**src/none_placeholder_removed.sv**
```systemverilog
`timescale 1ns/100ps

```
**src/bus_cycle_pkg.sv**
```systemverilog
package bus_cycle_pkg;

    // clock and processor rates
    localparam int CLK_HZ = 10_000_000;
    localparam int FAST_HZ = 4_000_000;
    localparam int SLOW_HZ = 2_000_000;
    // t-state length in clocks; a least period, so it rounds up
    localparam int FAST_DIV = (CLK_HZ + FAST_HZ - 1) / FAST_HZ;
    localparam int SLOW_DIV = (CLK_HZ + SLOW_HZ - 1) / SLOW_HZ;

    // register byte offsets
    localparam logic [3:0] CFG_OFFSET = 4'h0;
    localparam logic [3:0] STATUS_OFFSET = 4'h4;

    // configuration field positions
    localparam int CFG_SPEED_BIT = 0;
    localparam int CFG_LATCH_BIT = 1;
    localparam int CFG_FETCH_WAIT_BIT = 2;
    localparam int CFG_MEM_WAIT_BIT = 3;
    localparam int CFG_IO_WAIT_BIT = 4;
    localparam int CFG_ROM_WAIT_BIT = 5;
    localparam int CFG_NMI_LSB = 6;
    localparam int CFG_ROM_EN_BIT = 8;
    localparam int CFG_JUMP_EN_BIT = 9;
    localparam int CFG_ROM_SIZE_LSB = 10;
    localparam int CFG_ROM_ADDR_LSB = 16;
    localparam logic [31:0] CFG_WRITE_MASK = 32'h003f_0fff;

    // reset value: 4 mhz, full latch, fetch and rom waits, nmi to nmi,
    // rom and jump off, 1k part at f000
    localparam logic [31:0] CFG_RESET = 32'h003c_0027;

    // status field positions
    localparam int ST_STATE_LSB = 0;
    localparam int ST_JUMP_BIT = 3;
    localparam int ST_PEND_BIT = 4;
    localparam int ST_ROM_BIT = 5;
    localparam int ST_WARN_LSB = 6;

    // nmi routing codes
    localparam logic [1:0] NMI_TO_NMI = 2'h0;
    localparam logic [1:0] NMI_TO_PWRFAIL = 2'h1;

    // rom size codes
    localparam logic [1:0] ROM_1K = 2'h0;
    localparam logic [1:0] ROM_2K = 2'h1;

    // bus cycle t-states, gray along idle-t1-t2-tw-t3
    typedef enum logic [2:0] {
        ST_IDLE = 3'h0,
        ST_T1 = 3'h1,
        ST_T2 = 3'h3,
        ST_TW = 3'h2,
        ST_T3 = 3'h6
    } tstate_t;

endpackage

```
**src/bus_cycle_wait_and_boot_jump.sv**
```systemverilog
// Chosen here: the Avalon-MM slave port and the register addresses.
`timescale 1ns/100ps
module bus_cycle_wait_and_boot_jump (
    input wire logic clk,
    input wire logic rst_n,
    input wire logic [1:0] avs_address,
    input wire logic avs_read,
    input wire logic avs_write,
    input wire logic [31:0] avs_writedata,
    output logic [31:0] avs_readdata,
    output logic avs_waitrequest,
    input wire logic cpu_start,
    input wire logic [15:0] cpu_addr,
    input wire logic instruction_fetch_cycle,
    input wire logic cpu_io,
    input wire logic cpu_write,
    output logic cpu_clk_en,
    output logic cpu_ready,
    output logic cycle_done,
    output logic [15:0] bus_addr,
    output logic [2:0] bus_status,
    output logic bus_psync,
    output logic bus_stval,
    output logic rom_select,
    input wire logic bus_nmi_n,
    input wire logic bus_pwrfail_n,
    output logic cpu_nmi_n
);
    // matches the rom window on its own size boundary
    function automatic logic rom_match(input logic [15:0] a, input logic [5:0] base,
                                       input logic [1:0] size);
        logic [5:0] m;
        m = (size == bus_cycle_pkg::ROM_1K) ? 6'h3f :
            (size == bus_cycle_pkg::ROM_2K) ? 6'h3e : 6'h3c;
        return ((a[15:10] ^ base) & m) == 6'h00;
    endfunction

    // first byte of the rom window, low straps dropped for larger parts
    function automatic logic [15:0] rom_start(input logic [5:0] base, input logic [1:0] size);
        logic [5:0] m;
        m = (size == bus_cycle_pkg::ROM_1K) ? 6'h3f :
            (size == bus_cycle_pkg::ROM_2K) ? 6'h3e : 6'h3c;
        return {base & m, 10'h000};
    endfunction

    ////////////////////////////////////////////////////////////////////////
    // configuration fields
    logic [31:0] cfg_reg;
    logic [31:0] cfg_next;
    logic speed_select_strap;
    logic latch_mode_strap;
    logic fetch_wait_strap;
    logic memory_wait_strap;
    logic io_wait_strap;
    logic rom_wait_strap;
    logic [1:0] nmi_route_strap;
    logic rom_enable;
    logic jump_enable;
    logic [1:0] rom_size;
    logic [5:0] rom_address_straps;
    logic tick;

    assign speed_select_strap = cfg_reg[bus_cycle_pkg::CFG_SPEED_BIT];
    assign latch_mode_strap = cfg_reg[bus_cycle_pkg::CFG_LATCH_BIT];
    assign fetch_wait_strap = cfg_reg[bus_cycle_pkg::CFG_FETCH_WAIT_BIT];
    assign memory_wait_strap = cfg_reg[bus_cycle_pkg::CFG_MEM_WAIT_BIT];
    assign io_wait_strap = cfg_reg[bus_cycle_pkg::CFG_IO_WAIT_BIT];
    assign rom_wait_strap = cfg_reg[bus_cycle_pkg::CFG_ROM_WAIT_BIT];
    assign nmi_route_strap = cfg_reg[bus_cycle_pkg::CFG_NMI_LSB +: 2];
    assign rom_enable = cfg_reg[bus_cycle_pkg::CFG_ROM_EN_BIT];
    assign jump_enable = cfg_reg[bus_cycle_pkg::CFG_JUMP_EN_BIT];
    assign rom_size = cfg_reg[bus_cycle_pkg::CFG_ROM_SIZE_LSB +: 2];
    assign rom_address_straps = cfg_reg[bus_cycle_pkg::CFG_ROM_ADDR_LSB +: 6];

    // t-state enable at the selected processor speed
    tstate_divider u_div (
        .clk(clk),
        .rst_n(rst_n),
        .fast(speed_select_strap),
        .tick(tick)
    );

    ////////////////////////////////////////////////////////////////////////
    // request capture and bus cycle sequencer
    bus_cycle_pkg::tstate_t state_reg;
    bus_cycle_pkg::tstate_t state_next;
    logic pend_reg, pend_next;
    logic [15:0] req_addr_reg, req_addr_next;
    logic req_fetch_reg, req_fetch_next;
    logic req_io_reg, req_io_next;
    logic req_wr_reg, req_wr_next;
    logic req_rom_reg, req_rom_next;
    logic jump_pending_reg, jump_pending_next;
    logic [15:0] bus_addr_next;
    logic [2:0] bus_status_next;
    logic need_wait;
    logic take;
    logic [15:0] eff_addr;

    // requests are taken only while idle with nothing pending
    assign take = cpu_start && (state_reg == bus_cycle_pkg::ST_IDLE) && !pend_reg;

    // every memory cycle counts for the memory option, fetches included
    assign need_wait = (req_fetch_reg && fetch_wait_strap)
                    || (!req_io_reg && memory_wait_strap)
                    || (req_io_reg && io_wait_strap)
                    || (req_rom_reg && rom_wait_strap);

    always_comb begin
        state_next = state_reg;
        pend_next = pend_reg;
        req_addr_next = req_addr_reg;
        req_fetch_next = req_fetch_reg;
        req_io_next = req_io_reg;
        req_wr_next = req_wr_reg;
        req_rom_next = req_rom_reg;
        jump_pending_next = jump_pending_reg;
        bus_addr_next = bus_addr;
        bus_status_next = bus_status;
        eff_addr = cpu_addr;
        // the first fetch after reset is steered to the shared start address
        if (jump_pending_reg && jump_enable && instruction_fetch_cycle) begin
            eff_addr = rom_start(rom_address_straps, rom_size);
        end
        if (take) begin
            pend_next = 1'b1;
            req_addr_next = eff_addr;
            req_fetch_next = instruction_fetch_cycle;
            req_io_next = cpu_io;
            req_wr_next = cpu_write;
            // rom off: the jump address lands in main memory
            req_rom_next = !cpu_io && rom_enable
                        && rom_match(eff_addr, rom_address_straps, rom_size);
            if (instruction_fetch_cycle) begin
                jump_pending_next = 1'b0;
            end
            // partial latch passes the address at once, ahead of t1
            if (!latch_mode_strap) begin
                bus_addr_next = eff_addr;
                bus_status_next = {instruction_fetch_cycle, cpu_io, cpu_write};
            end
        end
        if (tick) begin
            unique case (state_reg)
                bus_cycle_pkg::ST_IDLE: begin
                    if (pend_reg) begin
                        state_next = bus_cycle_pkg::ST_T1;
                        pend_next = 1'b0;
                        // full latch changes outputs only here
                        if (latch_mode_strap) begin
                            bus_addr_next = req_addr_reg;
                            bus_status_next = {req_fetch_reg, req_io_reg, req_wr_reg};
                        end
                    end
                end
                bus_cycle_pkg::ST_T1: state_next = bus_cycle_pkg::ST_T2;
                bus_cycle_pkg::ST_T2: begin
                    state_next = need_wait ? bus_cycle_pkg::ST_TW
                                           : bus_cycle_pkg::ST_T3;
                end
                bus_cycle_pkg::ST_TW: state_next = bus_cycle_pkg::ST_T3;
                bus_cycle_pkg::ST_T3: state_next = bus_cycle_pkg::ST_IDLE;
                default: state_next = bus_cycle_pkg::ST_IDLE;
            endcase
        end
    end

    // address and status only load at the two points above
    always_ff @(posedge clk or negedge rst_n) begin
        if (!rst_n) begin
            state_reg <= bus_cycle_pkg::ST_IDLE;
            pend_reg <= 1'b0;
            req_addr_reg <= 16'h0000;
            req_fetch_reg <= 1'b0;
            req_io_reg <= 1'b0;
            req_wr_reg <= 1'b0;
            req_rom_reg <= 1'b0;
            jump_pending_reg <= 1'b1;
            bus_addr <= 16'h0000;
            bus_status <= 3'h0;
        end else begin
            state_reg <= state_next;
            pend_reg <= pend_next;
            req_addr_reg <= req_addr_next;
            req_fetch_reg <= req_fetch_next;
            req_io_reg <= req_io_next;
            req_wr_reg <= req_wr_next;
            req_rom_reg <= req_rom_next;
            jump_pending_reg <= jump_pending_next;
            bus_addr <= bus_addr_next;
            bus_status <= bus_status_next;
        end
    end

    ////////////////////////////////////////////////////////////////////////
    // bus strobes, ready, nmi route
    logic psync_next, stval_next, ready_next, done_next, nmi_next, rom_sel_next;
    logic t3_end;
    assign t3_end = tick && (state_reg == bus_cycle_pkg::ST_T3);

    always_comb begin
        psync_next = (state_next == bus_cycle_pkg::ST_T1);
        stval_next = (state_next == bus_cycle_pkg::ST_T2);
        ready_next = (state_next != bus_cycle_pkg::ST_TW);
        done_next = t3_end;
        rom_sel_next = (state_next != bus_cycle_pkg::ST_IDLE) && req_rom_reg;
        unique case (nmi_route_strap)
            bus_cycle_pkg::NMI_TO_NMI: nmi_next = bus_nmi_n;
            bus_cycle_pkg::NMI_TO_PWRFAIL: nmi_next = bus_pwrfail_n;
            default: nmi_next = 1'b1;
        endcase
    end

    always_ff @(posedge clk or negedge rst_n) begin
        if (!rst_n) begin
            bus_psync <= 1'b0;
            bus_stval <= 1'b0;
            cpu_ready <= 1'b1;
            cycle_done <= 1'b0;
            rom_select <= 1'b0;
            cpu_nmi_n <= 1'b1;
            cpu_clk_en <= 1'b0;
        end else begin
            bus_psync <= psync_next;
            bus_stval <= stval_next;
            cpu_ready <= ready_next;
            cycle_done <= done_next;
            rom_select <= rom_sel_next;
            cpu_nmi_n <= nmi_next;
            cpu_clk_en <= tick;
        end
    end

    ////////////////////////////////////////////////////////////////////////
    // avalon slave: one wait cycle per access, answer on the second edge
    logic wait_next;
    logic [31:0] rdata_next;
    logic [3:0] byte_addr;
    logic [2:0] warn;
    logic [31:0] status_word;
    assign byte_addr = {avs_address, 2'b00};
    // advisory flags for risky speed, latch and wait mixes
    assign warn = {speed_select_strap && rom_enable && !rom_wait_strap,
                   speed_select_strap && latch_mode_strap && !fetch_wait_strap
                       && !memory_wait_strap,
                   speed_select_strap && latch_mode_strap && !fetch_wait_strap
                       && !memory_wait_strap && !io_wait_strap};
    assign status_word = {23'h000000, warn, rom_select, pend_reg, jump_pending_reg,
                          3'(state_reg)};

    always_comb begin
        wait_next = 1'b1;
        rdata_next = avs_readdata;
        cfg_next = cfg_reg;
        if ((avs_read || avs_write) && avs_waitrequest) begin
            wait_next = 1'b0;
            // read data loaded one edge ahead so it stands at the answer
            rdata_next = (byte_addr == bus_cycle_pkg::CFG_OFFSET) ? cfg_reg :
                         (byte_addr == bus_cycle_pkg::STATUS_OFFSET) ? status_word : 32'h0;
        end
        // write lands at the edge that sees waitrequest low
        if (avs_write && !avs_waitrequest && byte_addr == bus_cycle_pkg::CFG_OFFSET) begin
            cfg_next = avs_writedata & bus_cycle_pkg::CFG_WRITE_MASK;
        end
    end

    always_ff @(posedge clk or negedge rst_n) begin
        if (!rst_n) begin
            cfg_reg <= bus_cycle_pkg::CFG_RESET;
            avs_waitrequest <= 1'b1;
            avs_readdata <= 32'h0;
        end else begin
            cfg_reg <= cfg_next;
            avs_waitrequest <= wait_next;
            avs_readdata <= rdata_next;
        end
    end
endmodule // bus_cycle_wait_and_boot_jump

```
**src/tstate_divider.sv**
```systemverilog
`timescale 1ns/100ps
module tstate_divider #(
    parameter int FAST = bus_cycle_pkg::FAST_DIV,
    parameter int SLOW = bus_cycle_pkg::SLOW_DIV
) (
    input wire logic clk,
    input wire logic rst_n,
    input wire logic fast,
    output logic tick
);
    // elaboration stops on ratios that the 8-bit counter cannot serve
    if (FAST < 2 || SLOW < FAST || SLOW > 255) begin : g_bad_ratio
        $error("tstate_divider: unusable division ratios");
    end

    logic [7:0] count_reg;
    logic [7:0] count_next;
    logic tick_next;

    // a speed change mid-period is absorbed by the >= compare
    always_comb begin
        count_next = count_reg + 8'h01;
        tick_next = 1'b0;
        if (count_reg >= (fast ? 8'(FAST - 1) : 8'(SLOW - 1))) begin
            count_next = 8'h00;
            tick_next = 1'b1;
        end
    end

    always_ff @(posedge clk or negedge rst_n) begin
        if (!rst_n) begin
            count_reg <= 8'h00;
            tick <= 1'b0;
        end else begin
            count_reg <= count_next;
            tick <= tick_next;
        end
    end
endmodule // tstate_divider
```
**config.mk**
```make
export PLATFORM = sky130hd
export DESIGN_NAME = bus_cycle_wait_and_boot_jump
export DESIGN_NICKNAME = d
export VERILOG_FILES = /design/src/none_placeholder_removed.sv /design/src/bus_cycle_pkg.sv /design/src/bus_cycle_wait_and_boot_jump.sv /design/src/tstate_divider.sv
export SDC_FILE = /design/constraint.sdc
export NUM_CORES = 1
export LEC_CHECK = 0
export BUFFER_PORTS_ARGS = -buffer_cell sky130_fd_sc_hd__buf_4
export CORE_ASPECT_RATIO = 0.5
export CORE_UTILIZATION = 34
export CTS_CLUSTER_DIAMETER = 150
export DETAILED_ROUTE_END_ITERATION = 10
export PLACE_DENSITY = 0.54
export SYNTH_ARGS = -nofsm -noshare
export SYNTH_HDL_FRONTEND = slang
export SYNTH_SLANG_ARGS = --single-unit
export TNS_END_PERCENT = 30
```
**constraint.sdc**
```tcl
create_clock -name clk -period 1.85 [get_ports clk]
set_input_delay 0.37 -clock clk [delete_from_list [all_inputs] [get_ports clk]]
set_output_delay 0.37 -clock clk [all_outputs]
set_load 0.05 [all_outputs]
```
==> run summary <==
TritonCTS built the clock tree. The tools report the number of rows created at floorplan as 28. The horizontal extent of the die was 161 µm; the area fraction in compound gates after synthesis was 9.55%.

Power spread over the standard cell area amounts to 1540 nW/µm². The run finished with clean final reports. In this run the vertical extent of the chip is 81.6 µm. The tools report the via count of the first global-routing pass as 2,916. The effective utilization at floorplan was 35.7%; the largest net degree at the start of global routing was 40. The worst hold path begins at instruction_fetch_cycle. Routability-driven placement finished with a final weighted congestion of 0.754. After synthesis, the largest family of logic cells by area is simple AND/OR/NAND/NOR gates. The largest voltage drop on the vdd net is 0.595 mV, and the per-instance average area after synthesis is 11.1 µm². Counting every sink on the clock net gives 97.

The proportion of synthesized area in mux cells is 12.5%. The run gives 0 as the initial antenna violation count. The first TritonRoute pass finished after 4 iterations. The total leakage power is 2.52 nW, and the met3 global-route usage is 4.19%. The tools report the die area as 13,200 µm². The root buffer cell was sky130_fd_sc_hd__clkbuf_16. The number of antenna diodes in the final layout is 0. The count of pins over their slew limit was 0; the async set-or-reset flop fraction in the synthesized netlist was 100%. The count of nets left with antenna violations after detail routing was 0; the final routed wire length divided by cell count was 14.7 µm. The number of setup buffers added after CTS is 0, and the global-route usage over all layers is 15.6%.

Of all nets on the critical path, the largest fanout is 11. The global routing stage identified its most utilized layer as met2. The tools report the element type at the critical path start as a flop. The fill cell instance count of the final layout came out at 1,173. Clock tree synthesis inserted a total of 9 buffers. Subtracting the final worst setup slack from the clock period gives 1.76 ns. For this run, design rule violations remaining after detail routing come to 0. The wire length of the first global-routing pass was 15,500 µm. For the worst-skew pair, the clock arrives at the later sink with an insertion delay of 0.34 ns. The net count of the finished layout is 551. The run gives 2.08 ns as the data required time of the critical path. The worst register-to-register path begins at state_reg[2]. Kind of path behind the tightest hold check: primary input to flop. With fillers left out, the area of the finished cells amounts to 5540 µm². The number of hold violations in the final report came out at 0. Summed over all layers, the global routing overflow is 0. The number of input and output port buffers inserted was 90.

The post-synthesis adder-cell area fraction is 0.871%, and the register clock-pin slew on the reported worst setup and hold paths is 0.07 ns. The leading cell type in the layout, fill and taps excluded is sky130_fd_sc_hd__buf_4. The fraction of met1 tracks used by global routing is 21.2%, and the fraction of final layout cells sized beyond drive strength 1 is 36.1%.

The library cells used most frequently in the layout, excluding fill and tap cells, are 105 x sky130_fd_sc_hd__buf_4, 85 x sky130_fd_sc_hd__dfrtp_1, 55 x sky130_fd_sc_hd__nand2_1. In the global route stage, met2 resource usage came out at 24.5%. The tools report the post-route setup TNS as 0 ns. The level count of the clock H-tree was 3; the cell area reported after detailed placement was 5230 µm². The post-synthesis cell area is 4310 µm², and the area growth from synthesis to layout is 28.6%.

The worst setup path is captured at a flop. The post-synthesis instance total was 387. The final clock skew came out at 0.00804 ns.

The achievable frequency was 0.570 GHz. Yosys mapped a number of flops with a built-in enable equal to 0. The arrival time at the worst endpoint is 1.99 ns, and the flop and latch count out of synthesis is 97. Traced cell by cell, the critical path runs through or4b_4 -> nor2_4 -> mux2_2. After synthesis, the netlist uses 46 different library cells.

In the routed layout, each cell is associated on average with a via count of 4.61. Leaving out filler cells and counting taps, the final layout contains 658. The maximum single-stage delay on the critical path was 0.58 ns; the core outline area was 12,100 µm². Clock tree buffer depth: 2. Setup violations remaining at the end of the flow were counted as 0. 119 I/O pins were placed. Across the run, the number of max-cap violations was 0.

The tightest hold path in the finished design has a slack of 0.228 ns. After Yosys synthesis, and, or, nand and nor cells account for 13.1% of the synthesized area. Among all stages on the critical path, the largest delay is contributed by sky130_fd_sc_hd__or4b_4. For this block, the initial DRC count from the detailed router was 166. The tools report the critical path launch point as state_reg[2]. The part of the cycle the worst path needs is 94.9%. The area share of xor/xnor cells in the synthesized design came out at 1.63%. In the synthesized netlist the dominant register cell turns out to be sky130_fd_sc_hd__dfrtp_1.

In this run, placement finished with an instance count of 641. The HPWL after detailed placement is 6870 µm. The critical path is of the flop to flop type. The tools report the share of the yosys chip area belonging to registers as 56.7%. The run gives 0 as the Yosys warning count. Setup repair after global routing left no endpoint under its margin.

Across all layers, the routed design uses 3,034 vias. The total wire length came out at 9640 µm.
## per-layer routing
| layer | vias up | part of all wire, % |
|---|---|---|
| met2 | 71 | 45 |
| met3 | 4 | 3.7 |
| met5 | - | 0 |
| met4 | 0 | 0.61 |
| li1 | 1501 | - |
| met1 | 1458 | 50 |
## area by class of cell
cell class / count / area, µm² / area share, %
Sequential cell: 97 / 2440 / 44.1
Multi-Input combinational cell: 264 / 1710 / 30.9
Timing Repair Buffer: 109 / 858 / 15.5
Clock buffer: 11 / 243 / 4.38
Tap cell: 165 / 206 / 3.72
Clock inverter: 5 / 55.1 / 0.993
Inverter: 7 / 26.3 / 0.474
## where the power goes
group          internal [mW]  switching, mW
clock                   1.08          0.802
sequential              2.85          0.491
combinational           1.25           2.06
total                   5.19           3.36
## critical path, delay by kind of cell, from the launching register on
family	cells	cell delay, ns
muxes	1	0.38
and+or+nand+nor	2	0.88
DFF	1	0.38
## synth_stat cells (all sizes together) (4+ instances only)
library cell	instances	area, µm²
dfrtp	85	2130
nand2	56	213
mux2	30	338
o21ai	25	125
nor2	24	97.6
buf	22	163
mux2i	20	200
a21oi	18	90.1
clkbuf	14	52.6
dfstp	12	315
and2	10	62.6
xnor2	8	70.1
inv	7	26.3
o31ai	7	52.6
nor3	5	30.0
a31oi	4	25.0
o221a	4	45.0
## kinds of logic after synthesis
logic type | after synthesis
simple gates | 118
flops | 97
compound gates | 67
mux | 50
buf+inv | 43
xor+xnor | 8
fa+ha+maj | 3
other cells | 1
## what timing repair did
item                                   4_1_cts  5_1_grt
setup endpoints to repair                    0        6
hold buffers                                 1        0
resized for setup                            0        1
endpoints found under the hold margin       28        0
## worst paths after layout
check / end / slack (ns) / cells past startpoint
max in group asynchronous: cpu_nmi_n / 0.71 / 3
min in group asynchronous: avs_readdata[0] / 0.52 / 2
max: req_addr_reg[7] / 0.09 / 3
min: jump_pending_reg / 0.23 / 2
max reg2reg: req_addr_reg[7] / 0.09 / 3
min reg2reg: avs_readdata[10] / 0.48 / 2
## through the flow
stage                     total power, mW  util (%)  setup slack, ns
after floorplan                      5.67         -           0.0119
after global placement               6.67      43.3           0.0441
after detailed placement             6.72      43.3           0.0236
after CTS                            8.64      45.8           0.0199
after global routing                 9.04      45.9          0.00874
final                                8.54      45.9           0.0947
Power figures use the tool's default switching activity.
